===== src/bus_ctrl_pkg.sv =====
// Shared types and constants for the instrument bus controller.
// Assumes a 100 MHz clock; all bus lines are active low at the pins.
package bus_ctrl_pkg;
  localparam int unsigned CLK_MHZ = 100;
  localparam int unsigned SETTLE_NS = 500;
  localparam int unsigned SETTLE_CYC = (SETTLE_NS * CLK_MHZ + 999) / 1000;
  localparam int unsigned PPOLL_NS = 2000;
  localparam int unsigned PPOLL_CYC = (PPOLL_NS * CLK_MHZ + 999) / 1000;
  localparam int unsigned IFC_US = 100;
  localparam int unsigned IFC_CYC = IFC_US * CLK_MHZ;
  localparam int unsigned CNT_W = 16;
  localparam logic [7:0] SPOLL_EN = 8'h18;
  localparam logic [7:0] SPOLL_DIS = 8'h19;
  localparam logic [7:0] UNLISTEN = 8'h3F;
  localparam logic [7:0] MY_LISTEN_BASE = 8'h20;
  localparam logic [7:0] TALK_BASE = 8'h40;
  localparam logic [4:0] MAX_PRIMARY = 5'h1E;

  typedef enum logic [1:0] {
    OP_CMD,
    OP_DATA,
    OP_DATA_END
  } op_t;

  typedef struct packed {
    op_t op;
    logic [7:0] byte_val;
  } word_t;

  // Open-collector bus, pin-level levels: low means asserted
  typedef struct packed {
    logic [7:0] dio_n;
    logic atn_n;
    logic eoi_n;
    logic srq_n;
    logic ifc_n;
    logic ren_n;
    logic dav_n;
    logic nrfd_n;
    logic ndac_n;
  } bus_lines_t;
endpackage : bus_ctrl_pkg


===== src/word_buf.sv =====
// Two-entry buffer with valid/ready on both sides.
// Assumes one clock; a stalled consumer keeps every word.
module word_buf #(
  parameter int unsigned WIDTH = 10
) (
  input wire logic clock_i,
  input wire logic reset_i,
  input wire logic [WIDTH-1:0] in_data_i,
  input wire logic in_valid_i,
  output logic in_ready_o,
  output logic [WIDTH-1:0] out_data_o,
  output logic out_valid_o,
  input wire logic out_ready_i
);
  typedef struct packed {
    logic [1:0][WIDTH-1:0] mem;
    logic [1:0] cnt;
    logic rd;
    logic wr;
  } state_t;
  state_t st_ff;
  state_t nxt_st;
  logic push;
  logic pop;

  always_comb begin
    push = in_valid_i && (st_ff.cnt != 2'h2);
    pop = out_ready_i && (st_ff.cnt != 2'h0);
    nxt_st = st_ff;
    if (push) begin
      nxt_st.mem[st_ff.wr] = in_data_i;
      nxt_st.wr = ~st_ff.wr;
    end
    if (pop) begin
      nxt_st.rd = ~st_ff.rd;
    end
    nxt_st.cnt = st_ff.cnt + {1'b0, push} - {1'b0, pop};
  end

  always_ff @(posedge clock_i or posedge reset_i) begin
    if (reset_i) begin
      st_ff <= '0;
    end else begin
      st_ff <= nxt_st;
    end
  end

  assign in_ready_o = st_ff.cnt != 2'h2;
  assign out_valid_o = st_ff.cnt != 2'h0;
  assign out_data_o = st_ff.mem[st_ff.rd];
endmodule : word_buf


===== src/bus_ctrl.sv =====
// System controller for an instrument bus: commands, data, polls, clear.
// Assumes external open-collector transceivers resolve the pins from enables.
// Summary of operation
// - Eight data lines, first line is LSB
// - End line marks last data byte
// - Each poll responder owns one data line
// - Requester releases service line once polled
// - Nodes go remote only if enabled, listening
// - Remote nodes ignore front panel
// - Ready line free only when all ready
// - Accepted line free only when all accepted
// - Data valid only after settling time (bus_node as talker asserts it one clock after placing its byte)
// - Acceptors may stall start and finish
// - Up to 31 primary, 31 secondary addresses
// - All bus lines active low
// - Service request may come asynchronously
module bus_ctrl #(
  parameter int unsigned IFC_CYCLES = bus_ctrl_pkg::IFC_CYC
) (
  input wire logic clock_i,
  input wire logic reset_i,
  // Outbound words: commands and talker data
  input wire bus_ctrl_pkg::word_t tx_word_i,
  input wire logic tx_valid_i,
  output logic tx_ready_o,
  // Inbound data bytes as listener
  output logic [7:0] rx_byte_o,
  output logic rx_end_o,
  output logic rx_valid_o,
  input wire logic rx_ready_i,
  input wire logic listen_i,
  // Parallel poll request and result
  input wire logic ppoll_req_i,
  output logic [7:0] ppoll_status_o,
  output logic ppoll_done_o,
  // Automatic serial poll on service request
  input wire logic auto_spoll_i,
  input wire logic [4:0] my_addr_i,
  input wire logic [4:0] spoll_addr_i,
  output logic [7:0] spoll_status_o,
  output logic spoll_done_o,
  output logic srq_pending_o,
  // Interface clear and remote enable
  input wire logic ifc_req_i,
  input wire logic remote_en_i,
  output logic in_charge_o,
  // Bus pins: inputs, outputs and output enables
  input wire bus_ctrl_pkg::bus_lines_t bus_i,
  output bus_ctrl_pkg::bus_lines_t bus_o,
  output bus_ctrl_pkg::bus_lines_t bus_oe_o
);
  typedef enum logic [3:0] {
    S_IFC,
    S_IDLE,
    S_T_WAIT_RDY,
    S_T_SETTLE,
    S_T_WAIT_ACC,
    S_T_WAIT_NACC,
    S_L_RDY,
    S_L_ACC,
    S_L_WAIT_DROP,
    S_PPOLL,
    S_SP_SEQ
  } fsm_t;

  typedef struct packed {
    fsm_t fsm;
    bus_ctrl_pkg::bus_lines_t s1;
    bus_ctrl_pkg::bus_lines_t s2;
    logic [bus_ctrl_pkg::CNT_W-1:0] cnt;
    logic [7:0] dio;
    logic atn;
    logic eoi;
    logic dav;
    logic nrfd;
    logic ndac;
    logic ifc;
    logic ren;
    logic in_charge;
    logic [7:0] rx_byte;
    logic rx_end;
    logic rx_push;
    logic [7:0] pp_stat;
    logic pp_done;
    logic [7:0] sp_stat;
    logic sp_done;
    logic [2:0] sp_step;
    logic sp_active;
  } state_t;

  state_t st_ff;
  state_t nxt_st;
  logic buf_ready;
  bus_ctrl_pkg::word_t buf_word;
  logic buf_valid;
  logic rx_in_ready;
  logic buf_pop;
  logic [8:0] rx_pack;
  logic [8:0] rx_unpack;
  logic a_nrfd;
  logic a_ndac;
  logic a_dav;
  logic a_srq;
  logic a_eoi;

  word_buf #(.WIDTH(9)) rx_buf (
    .clock_i(clock_i),
    .reset_i(reset_i),
    .in_data_i(rx_pack),
    .in_valid_i(st_ff.rx_push),
    .in_ready_o(rx_in_ready),
    .out_data_o(rx_unpack),
    .out_valid_o(rx_valid_o),
    .out_ready_i(rx_ready_i)
  );

  word_buf #(.WIDTH($bits(bus_ctrl_pkg::word_t))) tx_buf (
    .clock_i(clock_i),
    .reset_i(reset_i),
    .in_data_i(tx_word_i),
    .in_valid_i(tx_valid_i),
    .in_ready_o(buf_ready),
    .out_data_o(buf_word),
    .out_valid_o(buf_valid),
    .out_ready_i(buf_pop)
  );

  assign rx_pack = {st_ff.rx_end, st_ff.rx_byte};
  assign tx_ready_o = buf_ready;
  assign rx_byte_o = rx_unpack[7:0];
  assign rx_end_o = rx_unpack[8];

  // Synchronized, active-high views of the lines
  assign a_nrfd = ~st_ff.s2.nrfd_n;
  assign a_ndac = ~st_ff.s2.ndac_n;
  assign a_dav = ~st_ff.s2.dav_n;
  assign a_srq = ~st_ff.s2.srq_n;
  assign a_eoi = ~st_ff.s2.eoi_n;

  always_comb begin
    nxt_st = st_ff;
    buf_pop = 1'b0;
    nxt_st.s1 = bus_i;
    nxt_st.s2 = st_ff.s1;
    nxt_st.rx_push = 1'b0;
    nxt_st.pp_done = 1'b0;
    nxt_st.sp_done = 1'b0;
    nxt_st.ren = remote_en_i && st_ff.in_charge;
    unique case (st_ff.fsm)
      S_IFC: begin
        nxt_st.ifc = 1'b1;
        nxt_st.in_charge = 1'b0;
        nxt_st.atn = 1'b0;
        nxt_st.dav = 1'b0;
        nxt_st.eoi = 1'b0;
        if (st_ff.cnt >= bus_ctrl_pkg::CNT_W'(IFC_CYCLES - 1)) begin
          nxt_st.ifc = 1'b0;
          nxt_st.in_charge = 1'b1;
          nxt_st.fsm = S_IDLE;
        end else begin
          nxt_st.cnt = st_ff.cnt + 1'b1;
        end
      end
      S_IDLE: begin
        nxt_st.cnt = '0;
        nxt_st.nrfd = 1'b0;
        nxt_st.ndac = 1'b0;
        nxt_st.eoi = 1'b0;
        if (ifc_req_i) begin
          nxt_st.fsm = S_IFC;
        end else if (ppoll_req_i) begin
          nxt_st.atn = 1'b1;
          nxt_st.eoi = 1'b1;
          nxt_st.fsm = S_PPOLL;
        end else if (auto_spoll_i && a_srq && !st_ff.sp_active) begin
          nxt_st.sp_active = 1'b1;
          nxt_st.sp_step = '0;
          nxt_st.fsm = S_SP_SEQ;
        end else if (buf_valid) begin
          nxt_st.dio = buf_word.byte_val;
          nxt_st.atn = buf_word.op == bus_ctrl_pkg::OP_CMD;
          nxt_st.eoi = buf_word.op == bus_ctrl_pkg::OP_DATA_END;
          buf_pop = 1'b1;
          nxt_st.fsm = S_T_WAIT_RDY;
        end else if (listen_i) begin
          nxt_st.atn = 1'b0;
          nxt_st.ndac = 1'b1;
          nxt_st.fsm = S_L_RDY;
        end
      end
      S_T_WAIT_RDY: begin
        if (!a_nrfd && a_ndac) begin
          nxt_st.fsm = S_T_SETTLE;
        end
      end
      S_T_SETTLE: begin
        if (st_ff.cnt >= bus_ctrl_pkg::CNT_W'(bus_ctrl_pkg::SETTLE_CYC - 1)) begin
          nxt_st.cnt = '0;
          nxt_st.dav = 1'b1;
          nxt_st.fsm = S_T_WAIT_ACC;
        end else begin
          nxt_st.cnt = st_ff.cnt + 1'b1;
        end
      end
      S_T_WAIT_ACC: begin
        if (!a_ndac) begin
          nxt_st.dav = 1'b0;
          nxt_st.fsm = S_T_WAIT_NACC;
        end
      end
      S_T_WAIT_NACC: begin
        if (a_ndac) begin
          nxt_st.eoi = 1'b0;
          if (st_ff.sp_active) begin
            nxt_st.fsm = S_SP_SEQ;
          end else begin
            nxt_st.fsm = S_IDLE;
          end
        end
      end
      S_L_RDY: begin
        nxt_st.nrfd = !rx_in_ready;
        if (rx_in_ready && a_dav) begin
          nxt_st.nrfd = 1'b1;
          nxt_st.rx_byte = ~st_ff.s2.dio_n;
          nxt_st.rx_end = a_eoi;
          nxt_st.rx_push = 1'b1;
          nxt_st.fsm = S_L_ACC;
        end else if (!listen_i && !st_ff.sp_active) begin
          nxt_st.nrfd = 1'b0;
          nxt_st.ndac = 1'b0;
          nxt_st.fsm = S_IDLE;
        end
      end
      S_L_ACC: begin
        nxt_st.ndac = 1'b0;
        nxt_st.fsm = S_L_WAIT_DROP;
        if (st_ff.sp_active) begin
          nxt_st.sp_stat = st_ff.rx_byte;
          nxt_st.sp_done = 1'b1;
        end
      end
      S_L_WAIT_DROP: begin
        if (!a_dav) begin
          nxt_st.ndac = 1'b1;
          if (st_ff.sp_active) begin
            nxt_st.atn = 1'b1;
            nxt_st.fsm = S_SP_SEQ;
          end else begin
            nxt_st.fsm = S_L_RDY;
          end
        end
      end
      S_PPOLL: begin
        if (st_ff.cnt >= bus_ctrl_pkg::CNT_W'(bus_ctrl_pkg::PPOLL_CYC - 1)) begin
          nxt_st.pp_stat = ~st_ff.s2.dio_n;
          nxt_st.pp_done = 1'b1;
          nxt_st.atn = 1'b0;
          nxt_st.eoi = 1'b0;
          nxt_st.fsm = S_IDLE;
        end else begin
          nxt_st.cnt = st_ff.cnt + 1'b1;
        end
      end
      S_SP_SEQ: begin
        nxt_st.sp_step = st_ff.sp_step + 3'h1;
        nxt_st.atn = 1'b1;
        nxt_st.eoi = 1'b0;
        nxt_st.ndac = 1'b0;
        nxt_st.nrfd = 1'b0;
        nxt_st.fsm = S_T_WAIT_RDY;
        unique case (st_ff.sp_step)
          3'h0: nxt_st.dio = bus_ctrl_pkg::UNLISTEN;
          3'h1: nxt_st.dio = bus_ctrl_pkg::SPOLL_EN;
          3'h2: nxt_st.dio = bus_ctrl_pkg::MY_LISTEN_BASE | {3'h0, my_addr_i};
          3'h3: nxt_st.dio = bus_ctrl_pkg::TALK_BASE | {3'h0, spoll_addr_i};
          3'h4: begin
            nxt_st.atn = 1'b0;
            nxt_st.ndac = 1'b1;
            nxt_st.fsm = S_L_RDY;
          end
          3'h5: nxt_st.dio = bus_ctrl_pkg::SPOLL_DIS;
          default: begin
            nxt_st.sp_active = 1'b0;
            nxt_st.atn = 1'b0;
            nxt_st.fsm = S_IDLE;
          end
        endcase
      end
      default: nxt_st.fsm = S_IDLE;
    endcase
  end

  always_ff @(posedge clock_i or posedge reset_i) begin
    if (reset_i) begin
      st_ff <= '0;
      st_ff.s1 <= '1;
      st_ff.s2 <= '1;
    end else begin
      st_ff <= nxt_st;
    end
  end

  // Active-low open-collector drive: pull low when asserted
  always_ff @(posedge clock_i or posedge reset_i) begin
    if (reset_i) begin
      bus_o <= '0;
      bus_oe_o <= '0;
    end else begin
      bus_o <= '0;
      bus_oe_o.dio_n <= (nxt_st.fsm inside {S_T_WAIT_RDY, S_T_SETTLE, S_T_WAIT_ACC, S_T_WAIT_NACC})
        ? nxt_st.dio : 8'h00;
      bus_oe_o.atn_n <= nxt_st.atn;
      bus_oe_o.eoi_n <= nxt_st.eoi;
      bus_oe_o.srq_n <= 1'b0;
      bus_oe_o.ifc_n <= nxt_st.ifc;
      bus_oe_o.ren_n <= nxt_st.ren;
      bus_oe_o.dav_n <= nxt_st.dav;
      bus_oe_o.nrfd_n <= nxt_st.nrfd;
      bus_oe_o.ndac_n <= nxt_st.ndac;
    end
  end

  assign ppoll_status_o = st_ff.pp_stat;
  assign ppoll_done_o = st_ff.pp_done;
  assign spoll_status_o = st_ff.sp_stat;
  assign spoll_done_o = st_ff.sp_done;
  assign srq_pending_o = a_srq;
  assign in_charge_o = st_ff.in_charge;
endmodule : bus_ctrl


===== config.mk =====
export PLATFORM = sky130hd
export DESIGN_NAME = bus_ctrl
export DESIGN_NICKNAME = d
export VERILOG_FILES = /design/src/bus_ctrl_pkg.sv /design/src/word_buf.sv /design/src/bus_ctrl.sv
export SDC_FILE = /design/constraint.sdc
export NUM_CORES = 1
export LEC_CHECK = 0
export BUFFER_PORTS_ARGS = -buffer_cell sky130_fd_sc_hd__buf_2
export CAP_MARGIN = 10
export CORE_AREA = 2 2 115 144
export DETAILED_ROUTE_END_ITERATION = 8
export DIE_AREA = 0 0 117 146
export PLACE_DENSITY = 0.77
export SKIP_CTS_REPAIR_TIMING = 1
export SLEW_MARGIN = 25
export SYNTH_ARGS = -nofsm -noshare
export SYNTH_HDL_FRONTEND = slang
export SYNTH_SLANG_ARGS = --single-unit

===== constraint.sdc =====
create_clock -name clock_i -period 10.7 [get_ports clock_i]
set_input_delay 3.21 -clock clock_i [delete_from_list [all_inputs] [get_ports clock_i]]
set_output_delay 3.21 -clock clock_i [all_outputs]
set_load 0.02 [all_outputs]

==> results.md, run 1 <==
- Status: complete, no violations
- Non-Filler Instances: 919
- Pin count of the biggest net entering global routing: 91
- Reg-to-Reg Start: st_ff[99]
- Vias post-DR: 4694
- Final #Nets: 751
- Clock-pin slew on the worst setup and hold paths: 0.06 ns
- Fin area: 7880 um^2
- R2r worst-path depth: 6
- Initial core utilization: 0.443
- Max-cap violations: 0
- Ys flop type: dfrtp_1
- Final Hold Violating Endpoints: 0
- Setup TNS: 0 ns
- Hold Slack: 0.348 ns
- Wire per inst: 15.3 um
- Synthesis-stage register bit count: 148
- Setup Skew: 0.00912 ns
- Number of synthesized flops with an enable pin: 0
- Yosys top cell area share: 0.440
- Row count: 51
- Fin util: 0.504
- Rel. slew slack: 0.413
- Initial antenna violation count: 0
- Post-Syn Instances: 628
- Iter 0 DRT Violations: 344
- R2r endpoint: bus_oe_o[8]
- DP HPWL: 9.97 mm
- Hold Crit Class: reg -> reg
- Max VDD drop: 163 uV
- Most frequent cells in the layout: dfrtp_1 (122), buf_2 (87), nand2_1 (68)
- Final setup viols: 0
- RSZ-0062 raised after global routing: false
- DRT Pass-1 Iters: 5
- Worst endpoint data arrival time: 1.59 ns
- Core area: 15600 um^2
- Slew Limit Fails: 0
- Buffers from clock root to sink, at most: 2
- Setup Crit Path Kind: reg -> out
- H-tree levels: 4
- Cell area after synthesis: 6930 um^2
- Die width: 117 um
- Mean area per synthesized cell: 11.0 um^2
- Required time worst endpoint: 7.49 ns
- Die area: 17100 um^2
- CTS sink count: 148
- Yosys top cell by area: dfrtp_1
- Sequential-to-total area share from yosys stat: 0.539
- CTS tree: done
- Crit Path Max Fanout: 10
- Fin crit period: 4.80 ns
- Ys Warns: 0
- Ant. Diodes: 0
- WL final: 14.1 mm
- Placed cells: 887
- P&R area growth vs syn: 13.7%
- Post-synth cell types: 73
- Clk_lat worst skew: 0.41 ns
- Drt drc: 0
- Fraction of registers with async set/reset: 1.00
- CTS root buffer: clkbuf_16
- Post-DP Area: 7340 um^2
- Port Buf Inserts: 87
- CP startpoint: rx_buf.st_ff[1]
- Num CTS Buffers: 17
- Die Ht: 146 um
- WHS Path Cells: 0
- Most common cell after layout, fill and taps aside: dfrtp_1
- Synth area leaders: dfrtp_1 (44%), dfstp_2 (9.9%), mux2_2 (7.8%)
- Global Route Usage Sum: 0.174
- Leakage: 3.83 nW
- Gr ovfl total: 0
- Peak Freq: 208 MHz
- RePlAce Congestion: 0.857
- R2r setup slk: 8.00 ns
- Detail Route Antenna Nets: 0
- Fin crit share: 0.449
- CP Launch Type: flip-flop
- Hold Path Sink: st_ff[79]
- Vias per cell: 5.11
- Crit end category: primary output
- Io pins: 108
- Share of layout cells above drive strength 1: 0.304
- Cell Pwr Density: 253 nW/um^2
- Worst-Margin Slew: 0.877 ns
- Vias in the first global route: 4767
- Worst Hold Launch: nxt_st[79]
- First-pass GRT wire length: 23.6 mm
==> through the flow <==
step	setup slack [ns]	total power (W)
final	5.90	0.00199
after global routing	5.81	0.00213
after CTS	5.86	0.00201
after detailed placement	5.64	0.00146
after global placement	5.69	0.00144
after floorplan	3.55	0.00130
==> power breakdown <==
| part | switching [W] | internal, W | total [W] |
|---|---|---|---|
| sequential | 0.000155 | 0.000702 | 0.000857 |
| clock | 0.000231 | 0.000310 | 0.000541 |
| combinational | 0.000332 | 0.000261 | 0.000593 |
| total | 0.000718 | 0.00127 | 0.00199 |
==> worst max path at each step <==
stage / slack (ns) / to
after CTS: 5.86 / rx_byte_o[3]
after floorplan: 3.55 / bus_oe_o[0]
after global placement: 5.69 / tx_buf.st_ff[3]
after detailed placement: 5.64 / tx_buf.st_ff[3]
final: 5.90 / rx_byte_o[3]
after global routing: 5.81 / rx_byte_o[3]
==> cell type report <==
cell class,instances,area [um^2]
Multi-Input combinational cell,412,2790
Tap cell,212,265
Inverter,27,106
Timing Repair Buffer,88,447
Fill cell,1414,7750
Clock inverter,11,78.8
Clock buffer,21,460
Sequential cell,148,3740
==> per-layer routing <==
metal	routed length [um]	global-route usage	up-vias
met5	0	0	-
met4	249	0.0659	0
met3	573	0.0392	16
met2	7070	0.284	125
met1	6190	0.224	2281
li1	-	-	2272
==> cells by family after synthesis <==
logic type / share of synthesized area
compound gates: 0.110
mux: 0.0924
simple gates: 0.149
other cells: 0.000541
flops: 0.539
xor+xnor: 0.0202
buf+inv: 0.0680
fa+ha+maj: 0.0217
==> critical path: stages (launching register included) <==
cell     delay, ns
dfrtp_1       0.62
mux2_2        0.40
buf_2         0.16
==> cells in the mapped netlist, types with 6 or more instances <==
cell and instances:
inv_1 26, dfrtp_1 122, nor3_1 6, mux2i_1 10
a221o_1 6, o21ai_0 39, and3_1 8, xnor2_1 11
a21oi_1 24, nor2_1 56, ha_1 12, mux2_2 48
buf_4 40, clkbuf_1 11, dfstp_2 26, nand2_1 68
nand2b_1 9, nand4_1 9
==> state kept, by name, summed over array words and instances, names as in the netlist <==
register	count
rx_buf.st_ff	22
rx_pack	9
ppoll_done_o	1
tx_buf.st_ff	24
in_charge_o	1
ppoll_status_o	8
spoll_done_o	1
spoll_status_o	8
st_ff	46
nxt_st	13
bus_oe_o	15
Power figures use the tool's default switching activity.
==> inputs of run 2 (changes only) <==
==> constraint.sdc (replaced) <==
create_clock -name clock_i -period 4.6 [get_ports clock_i]
set_input_delay 1.38 -clock clock_i [delete_from_list [all_inputs] [get_ports clock_i]]
set_output_delay 1.38 -clock clock_i [all_outputs]
set_load 0.02 [all_outputs]
==> run 2 against run 1 <==
- sequential share of layout area fell by 0.50 points
- cell area up 1.1%
- combinational power rose by 130%
- die area did not move
- critical path depth unchanged
- hold slack worse by 0.0011 ns
- sequential cell count did not move
- register-to-register slack got worse by 6.0 ns
- routed wire length up 1.4%
- setup slack worse by 4.3 ns
- total power is 140% higher
- clock power increased to 2.6 times the previous value
- critical path type unchanged
- critical endpoint is now rx_byte_o[1]
- largest power group unchanged
- highest routed layer unchanged
==> results.md, run 2 (synthesized netlist as in run 1, its figures left out) <==
- DRT Pass-1 Iters: 6 (+1)
- Die width: 117 um (unchanged)
- Setup Skew: 0.0170 ns (+0.00793 ns)
- H-tree levels: 4 (unchanged)
- Port Buf Inserts: 87 (unchanged)
- Status: complete, no violations
- WHS Path Cells: 0 (unchanged)
- Final #Nets: 752 (+0.13%)
- Slew Limit Fails: 0 (unchanged)
- Reg-to-Reg Start: st_ff[99]
- Setup TNS: 0 ns (unchanged)
- R2r setup slk: 1.99 ns (-6.01 ns)
- RSZ-0062 raised after global routing: false
- Crit Path Max Fanout: 10 (unchanged)
- Most common cell after layout, fill and taps aside: dfrtp_1
- CTS tree: done
- Buffers from clock root to sink, at most: 2 (unchanged)
- Cell Pwr Density: 601 nW/um^2 (+140%)
- Fin util: 0.510 (+0.00536)
- Final setup viols: 0 (unchanged)
- Gr ovfl total: 0 (unchanged)
- Non-Filler Instances: 920 (+0.11%)
- WL final: 14.3 mm (+1.4%)
- CP Launch Type: flip-flop
- Worst endpoint data arrival time: 1.59 ns (about the same)
- Vias in the first global route: 4732 (-0.73%)
- P&R area growth vs syn: 14.9%
- Largest Register: st_ff
- Rel. slew slack: 0.418 (+0.00526)
- CTS sink count: 148 (unchanged)
- DP HPWL: 10.1 mm (+1.1%)
- Max-cap violations: 0 (unchanged)
- Peak Freq: 336 MHz
- Clk_lat worst skew: 0.43 ns (+0.02 ns)
- Max FFs per register: 46 (unchanged)
- Hold Crit Class: reg -> reg
- Initial core utilization: 0.443 (unchanged)
- R2r worst-path depth: 5 (-1)
- Worst-Margin Slew: 0.869 ns (-0.00786 ns)
- Die Ht: 146 um (unchanged)
- Core area: 15600 um^2 (unchanged)
- FILL cells: 1397 (-1.2%)
- Most frequent cells in the layout: dfrtp_1 (122), buf_2 (87), nand2_1 (68)
- CTS root buffer: clkbuf_16
- Fin crit share: 0.646
- Die area: 17100 um^2 (unchanged)
- Leakage: 3.87 nW (+0.96%)
- RePlAce Congestion: 0.866 (+1.1%)
- Vias per cell: 5.14 (+0.68%)
- Drt drc: 0 (unchanged)
- Ant. Diodes: 0 (unchanged)
- Global Route Usage Sum: 0.178 (+0.00380)
- Setup Crit Path Kind: reg -> out
- Row count: 51 (unchanged)
- Biggest regs: st_ff (46), tx_buf.st_ff (24), rx_buf.st_ff (22)
- Fin crit period: 2.97 ns
- Vias post-DR: 4731 (+0.79%)
- Hold Path Sink: st_ff[74]
- Io pins: 108 (unchanged)
- Num CTS Buffers: 17 (unchanged)
- R2r endpoint: bus_oe_o[13]
- Share of layout cells above drive strength 1: 0.308 (+0.00381)
- Max VDD drop: 439 uV (+170%)
- Pin count of the biggest net entering global routing: 85 (-6.6%)
- Power Total: 0.00479 W (+140%)
- Detail Route Antenna Nets: 0 (unchanged)
- Wire per inst: 15.5 um (+1.3%)
- Multi-input logic area: 2790 um^2 (unchanged)
- Clock-pin slew on the worst setup and hold paths: 0.06 ns (about the same)
- First-pass GRT wire length: 23.5 mm (-0.32%)
- Seq. cell area: 3740 um^2 (unchanged)
- Initial antenna violation count: 0 (unchanged)
- Worst Hold Launch: nxt_st[74]
- Iter 0 DRT Violations: 352 (+2.3%)
- Placed cells: 888 (+0.11%)
- Final Hold Violating Endpoints: 0 (unchanged)
- Required time worst endpoint: 3.22 ns (-4.27 ns)
- Crit end category: primary output
run 2: cell types whose count changed in the layout (fill, tap and decap cells not counted):
cell,before,now
inv_8,0,4
inv_6,4,5
clkinv_2,4,0
clkbuf_1,2,0
buf_6,1,0
buf_4,0,1
bufinv_16,0,2
buf_12,0,1
clkinv_4,2,3
clkbuf_8,2,0
run 2: critical path, cell delays in order, from the launching register on:
cell and delay [ns]:
dfrtp_1 0.60, mux2_2 0.40, buf_2 0.16
run 2: layout make-up:
class / instances / share of cell area
Sequential cell: 148 / 0.469
Multi-Input combinational cell: 412 / 0.350
Timing Repair Buffer: 89 / 0.0581
Clock buffer: 17 / 0.0534
Tap cell: 212 / 0.0333
Clock inverter: 15 / 0.0229
Inverter: 27 / 0.0132
run 2: stage by stage:
stage	hold slack (ns)	area [um^2]	worst slack, ns
finish	0.347	7970	1.63
global route	0.352	7970	1.53
CTS	0.354	7960	1.60
detailed placement	0.347	7350	1.38
global placement	0.346	7350	1.41
floorplan	0.345	7000	1.38
run 2: power by group:
part / leakage (nW) / switching (W) / internal [W] / total (W)
Clock: 0.297 / 0.000587 / 0.000823 / 0.00141
Combinational: 1.70 / 0.000780 / 0.000609 / 0.00139
Sequential: 1.87 / 0.000360 / 0.00163 / 0.00199
Total: 3.87 / 0.00173 / 0.00307 / 0.00479
run 2: per-layer routing:
layer,vias up,global-route usage,part of all wire
met5,-,0,0
met3,18,0.0512,0.049
met1,2306,0.216,0.42
li1,2277,-,-
met2,130,0.291,0.51
met4,0,0.0788,0.019
run 2: worst max path at each step:
| stage | from | end | slack [ns] | depth (start not counted) |
|---|---|---|---|---|
| after floorplan | reset_i | bus_oe_o[0] | 1.38 | 1 |
| after detailed placement | auto_spoll_i | tx_buf.st_ff[3] | 1.38 | 9 |
| after CTS | rx_buf.st_ff[1] | rx_byte_o[1] | 1.60 | 2 |
| final | rx_buf.st_ff[1] | rx_byte_o[1] | 1.63 | 2 |
| after global placement | auto_spoll_i | tx_buf.st_ff[3] | 1.41 | 9 |
| after global routing | rx_buf.st_ff[1] | rx_byte_o[1] | 1.53 | 2 |
==> inputs of run 3 (changes only) <==
--- a/config.mk
+++ b/config.mk
@@ -5,11 +5,12 @@
 export SDC_FILE = /design/constraint.sdc
 export NUM_CORES = 1
 export LEC_CHECK = 0
+export ABC_AREA = 1
 export BUFFER_PORTS_ARGS = -buffer_cell sky130_fd_sc_hd__buf_2
 export CAP_MARGIN = 10
-export CORE_AREA = 2 2 115 144
+export CORE_AREA = 2 2 116 146
 export DETAILED_ROUTE_END_ITERATION = 8
-export DIE_AREA = 0 0 117 146
+export DIE_AREA = 0 0 118 148
 export PLACE_DENSITY = 0.77
 export SKIP_CTS_REPAIR_TIMING = 1
 export SLEW_MARGIN = 25
==> constraint.sdc (replaced) <==
create_clock -name clock_i -period 3 [get_ports clock_i]
set_input_delay 0.9 -clock clock_i [delete_from_list [all_inputs] [get_ports clock_i]]
set_output_delay 0.9 -clock clock_i [all_outputs]
set_load 0.02 [all_outputs]
==> run 3 against run 2 <==
- die area up 2.2%
- routed wire length up 8.9%
- first-iteration DRC count up 16%
- total power up 45%
- combinational power up 55%
- hold slack better by 0.0089 ns
- final cell count up 26%
- non-clock buffer count up 6
- sequential power up 39%
- critical path depth up 2
- sequential share of layout area down 1.1 points
- clock-buffer cell count up 1
==> results.md, run 3 <==
- RePlAce Congestion: 0.902 (+4.2%)
- CP Launch Type: flip-flop
- Core area: 16100 um^2 (+2.8%)
- Iter 0 DRT Violations: 408 (+16%)
- H-tree levels: 4 (unchanged)
- Most frequent cells in the layout: nand2_1 (246), dfrtp_1 (122), inv_1 (90)
- Drt drc: 0 (unchanged)
- Port Buf Inserts: 87 (unchanged)
- Yosys top cell by area: dfrtp_1
- WP buf/inv: 2 (+1)
- Largest Register: st_ff
- Vias in the first global route: 5382 (+14%)
- Final #Nets: 987 (+31%)
- CTS sink count: 148 (unchanged)
- Most used cell, CP: nand2_1
- Ys Warns: 0 (unchanged)
- Ys flop type: dfrtp_1
- Leakage: 4.30 nW (+11%)
- Num CTS Buffers: 17 (unchanged)
- Cell area after synthesis: 7120 um^2 (+2.7%)
- Worst Hold Launch: nxt_st[65]
- Reg-to-Reg Start: st_ff[98]
- Most common cell after layout, fill and taps aside: nand2_1
- Hold Crit Class: reg -> reg
- Largest stage delay, worst path: 0.35 ns (-0.25 ns)
- Slowest CP cell: dfrtp_1
- Initial core utilization: 0.443 (-0.000527)
- Synth area leaders: dfrtp_1 (43%), nand2_1 (13%), dfstp_2 (9.6%)
- Most frequent cells after synthesis: nand2_1 (246), dfrtp_1 (122), inv_1 (91)
- DRT Pass-1 Iters: 5 (-1)
- Gr ovfl total: 0 (unchanged)
- Crit Path Max Fanout: 10 (unchanged)
- Max FFs per register: 46 (unchanged)
- DP HPWL: 11.5 mm (+14%)
- Worst path top cell family by delay: buffers and inverters
- Ant. Diodes: 0 (unchanged)
- Final Hold Violating Endpoints: 0 (unchanged)
- Worst endpoint data arrival time: 1.42 ns (-0.17 ns)
- Setup Crit Path Kind: reg -> out
- Final setup viols: 0 (unchanged)
- Status: complete, no violations
- Max-cap violations: 0 (unchanged)
- Required time worst endpoint: 2.10 ns (-1.12 ns)
- Io pins: 108 (unchanged)
- Rel. slew slack: 0.602 (+0.184)
- R2r setup slk: 0.86 ns (-1.13 ns)
- Cells along the critical path: clkinv_1, nand2_1, nand2_1, buf_2
- Placed cells: 1127 (+27%)
- Slew Limit Fails: 0 (unchanged)
- Share of layout cells above drive strength 1: 0.199 (-0.109)
- Clock-pin slew on the worst setup and hold paths: 0.07 ns (about the same)
- Number of synthesized flops with an enable pin: 0 (unchanged)
- Synthesis-stage register bit count: 148 (unchanged)
- Sequential-to-total area share from yosys stat: 0.525 (-0.0140)
- R2r endpoint: st_ff[49]
- Non-Filler Instances: 1159 (+26%)
- Peak Freq: 431 MHz
- CP startpoint: rx_buf.st_ff[1]
- Pin count of the biggest net entering global routing: 81 (-4.7%)
- Clk_lat worst skew: 0.42 ns (about the same)
- Post-synth cell types: 37 (-49%)
- Fin crit period: 2.32 ns
- Vias post-DR: 5601 (+18%)
- Max VDD drop: 544 uV (+24%)
- Setup TNS: 0 ns (unchanged)
- CTS tree: done
- P&R area growth vs syn: 14.7%
- WL final: 15.6 mm (+8.9%)
- Most frequent cell after synthesis: nand2_1
- First-pass GRT wire length: 26.0 mm (+11%)
- Hold Slack: 0.356 ns (+0.00890 ns)
- Die area: 17500 um^2 (+2.2%)
- Buffers from clock root to sink, at most: 2 (unchanged)
- Hold Path Sink: st_ff[65]
- Yosys top cell area share: 0.429 (-0.0115)
- Fraction of registers with async set/reset: 1.00 (unchanged)
- Wire per inst: 13.4 um (-14%)
- R2r worst-path depth: 10 (+5)
- WHS Path Cells: 0 (unchanged)
- Crit end category: primary output
- Post-Syn Instances: 858 (+37%)
- Cell Pwr Density: 852 nW/um^2 (+42%)
- Row count: 52 (+2.0%)
- Worst-Margin Slew: 0.596 ns (-0.274 ns)
- Fin crit share: 0.773
- Die width: 118 um (+0.85%)
- RSZ-0062 raised after global routing: false
- CTS root buffer: clkbuf_16
- Mean area per synthesized cell: 8.30 um^2 (-25%)
- Die Ht: 148 um (+1.4%)
- Initial antenna violation count: 0 (unchanged)
- Biggest regs: st_ff (46), tx_buf.st_ff (24), rx_buf.st_ff (22)
- Setup Skew: 0.0122 ns (-0.00481 ns)
- Vias per cell: 4.83 (-6.0%)
- Detail Route Antenna Nets: 0 (unchanged)
- Global Route Usage Sum: 0.186 (+0.00799)
## run 3: cell types whose count changed in the layout (fill, tap and decap cells not counted), moves of 12 or more
cell,change
o21ai_0,+43
nand3_1,+27
nand2_1,+178
mux2_2,-48
inv_1,+65
o21ai_1,+16
nor2_1,+12
## run 3: power breakdown
group	switching [W]	internal (W)	leakage [nW]	total (W)
clock network	0.000917	0.00112	0.279	0.00204
logic	0.00145	0.000700	2.13	0.00215
registers	0.000303	0.00246	1.89	0.00276
## run 3: logic make-up (layout without fill, tap and decap cells)
group                      Yosys count  in the layout  share of synthesized area
adders and majority gates           12             12                     0.0211
AOI/OAI and AO/OA                  133            133                     0.0981
DFF                                148            148                      0.525
xor gates and xnor gates            16             16                     0.0197
and+or+nand+nor                    390            390                      0.229
buffers and inverters              158            227                      0.107
other                                1             17                   0.000527
## run 3: worst reg2reg max path, cell delays in order, from the launching register on
cell	delay, ns
dfrtp_1	0.48
nor2_2	0.22
inv_2	0.09
nor2_2	0.17
inv_2	0.06
nand2_2	0.11
nor2_1	0.08
nor3_4	0.41
buf_4	0.27
nand3_1	0.10
o21ai_1	0.09
## run 3: how the worst max path moves through the flow
| stage | end | slack, ns | cells past startpoint |
|---|---|---|---|
| after floorplan | bus_oe_o[0] | 0.26 | 1 |
| after global placement | tx_buf.st_ff[3] | 0.52 | 11 |
| after detailed placement | tx_buf.st_ff[3] | 0.50 | 11 |
| after CTS | rx_byte_o[6] | 0.66 | 4 |
| after global routing | bus_oe_o[12] | 0.52 | 11 |
| final | rx_byte_o[6] | 0.68 | 4 |
## run 3: final cells by class
cell class / count / area, um^2
clock inverter: 14 / 134
fill: 1521 / 7910
multi-input combinational: 568 / 2680
tap: 216 / 270
inverter: 100 / 379
timing repair buffer: 95 / 520
clock buffer: 18 / 439
sequential: 148 / 3740
## run 3: through the flow
stage          cell area [um^2]   util  setup WS (ns)  power [W]
3_3_place_gp               7590  0.472          0.520    0.00488
3_5_place_dp               7590  0.472          0.502    0.00494
4_1_cts                    8160  0.508          0.662    0.00701
6_report                   8160  0.508          0.682    0.00695
5_1_grt                    8160  0.508          0.518    0.00746
2_1_floorplan              7180      -          0.260    0.00437
## run 3: per-layer routing
| layer | wire length, um | track usage |
|---|---|---|
| met1 | 6660 | 0.228 |
| met2 | 7940 | 0.325 |
| met3 | 682 | 0.0386 |
| met4 | 274 | 0.0693 |
| met5 | 0 | 0 |
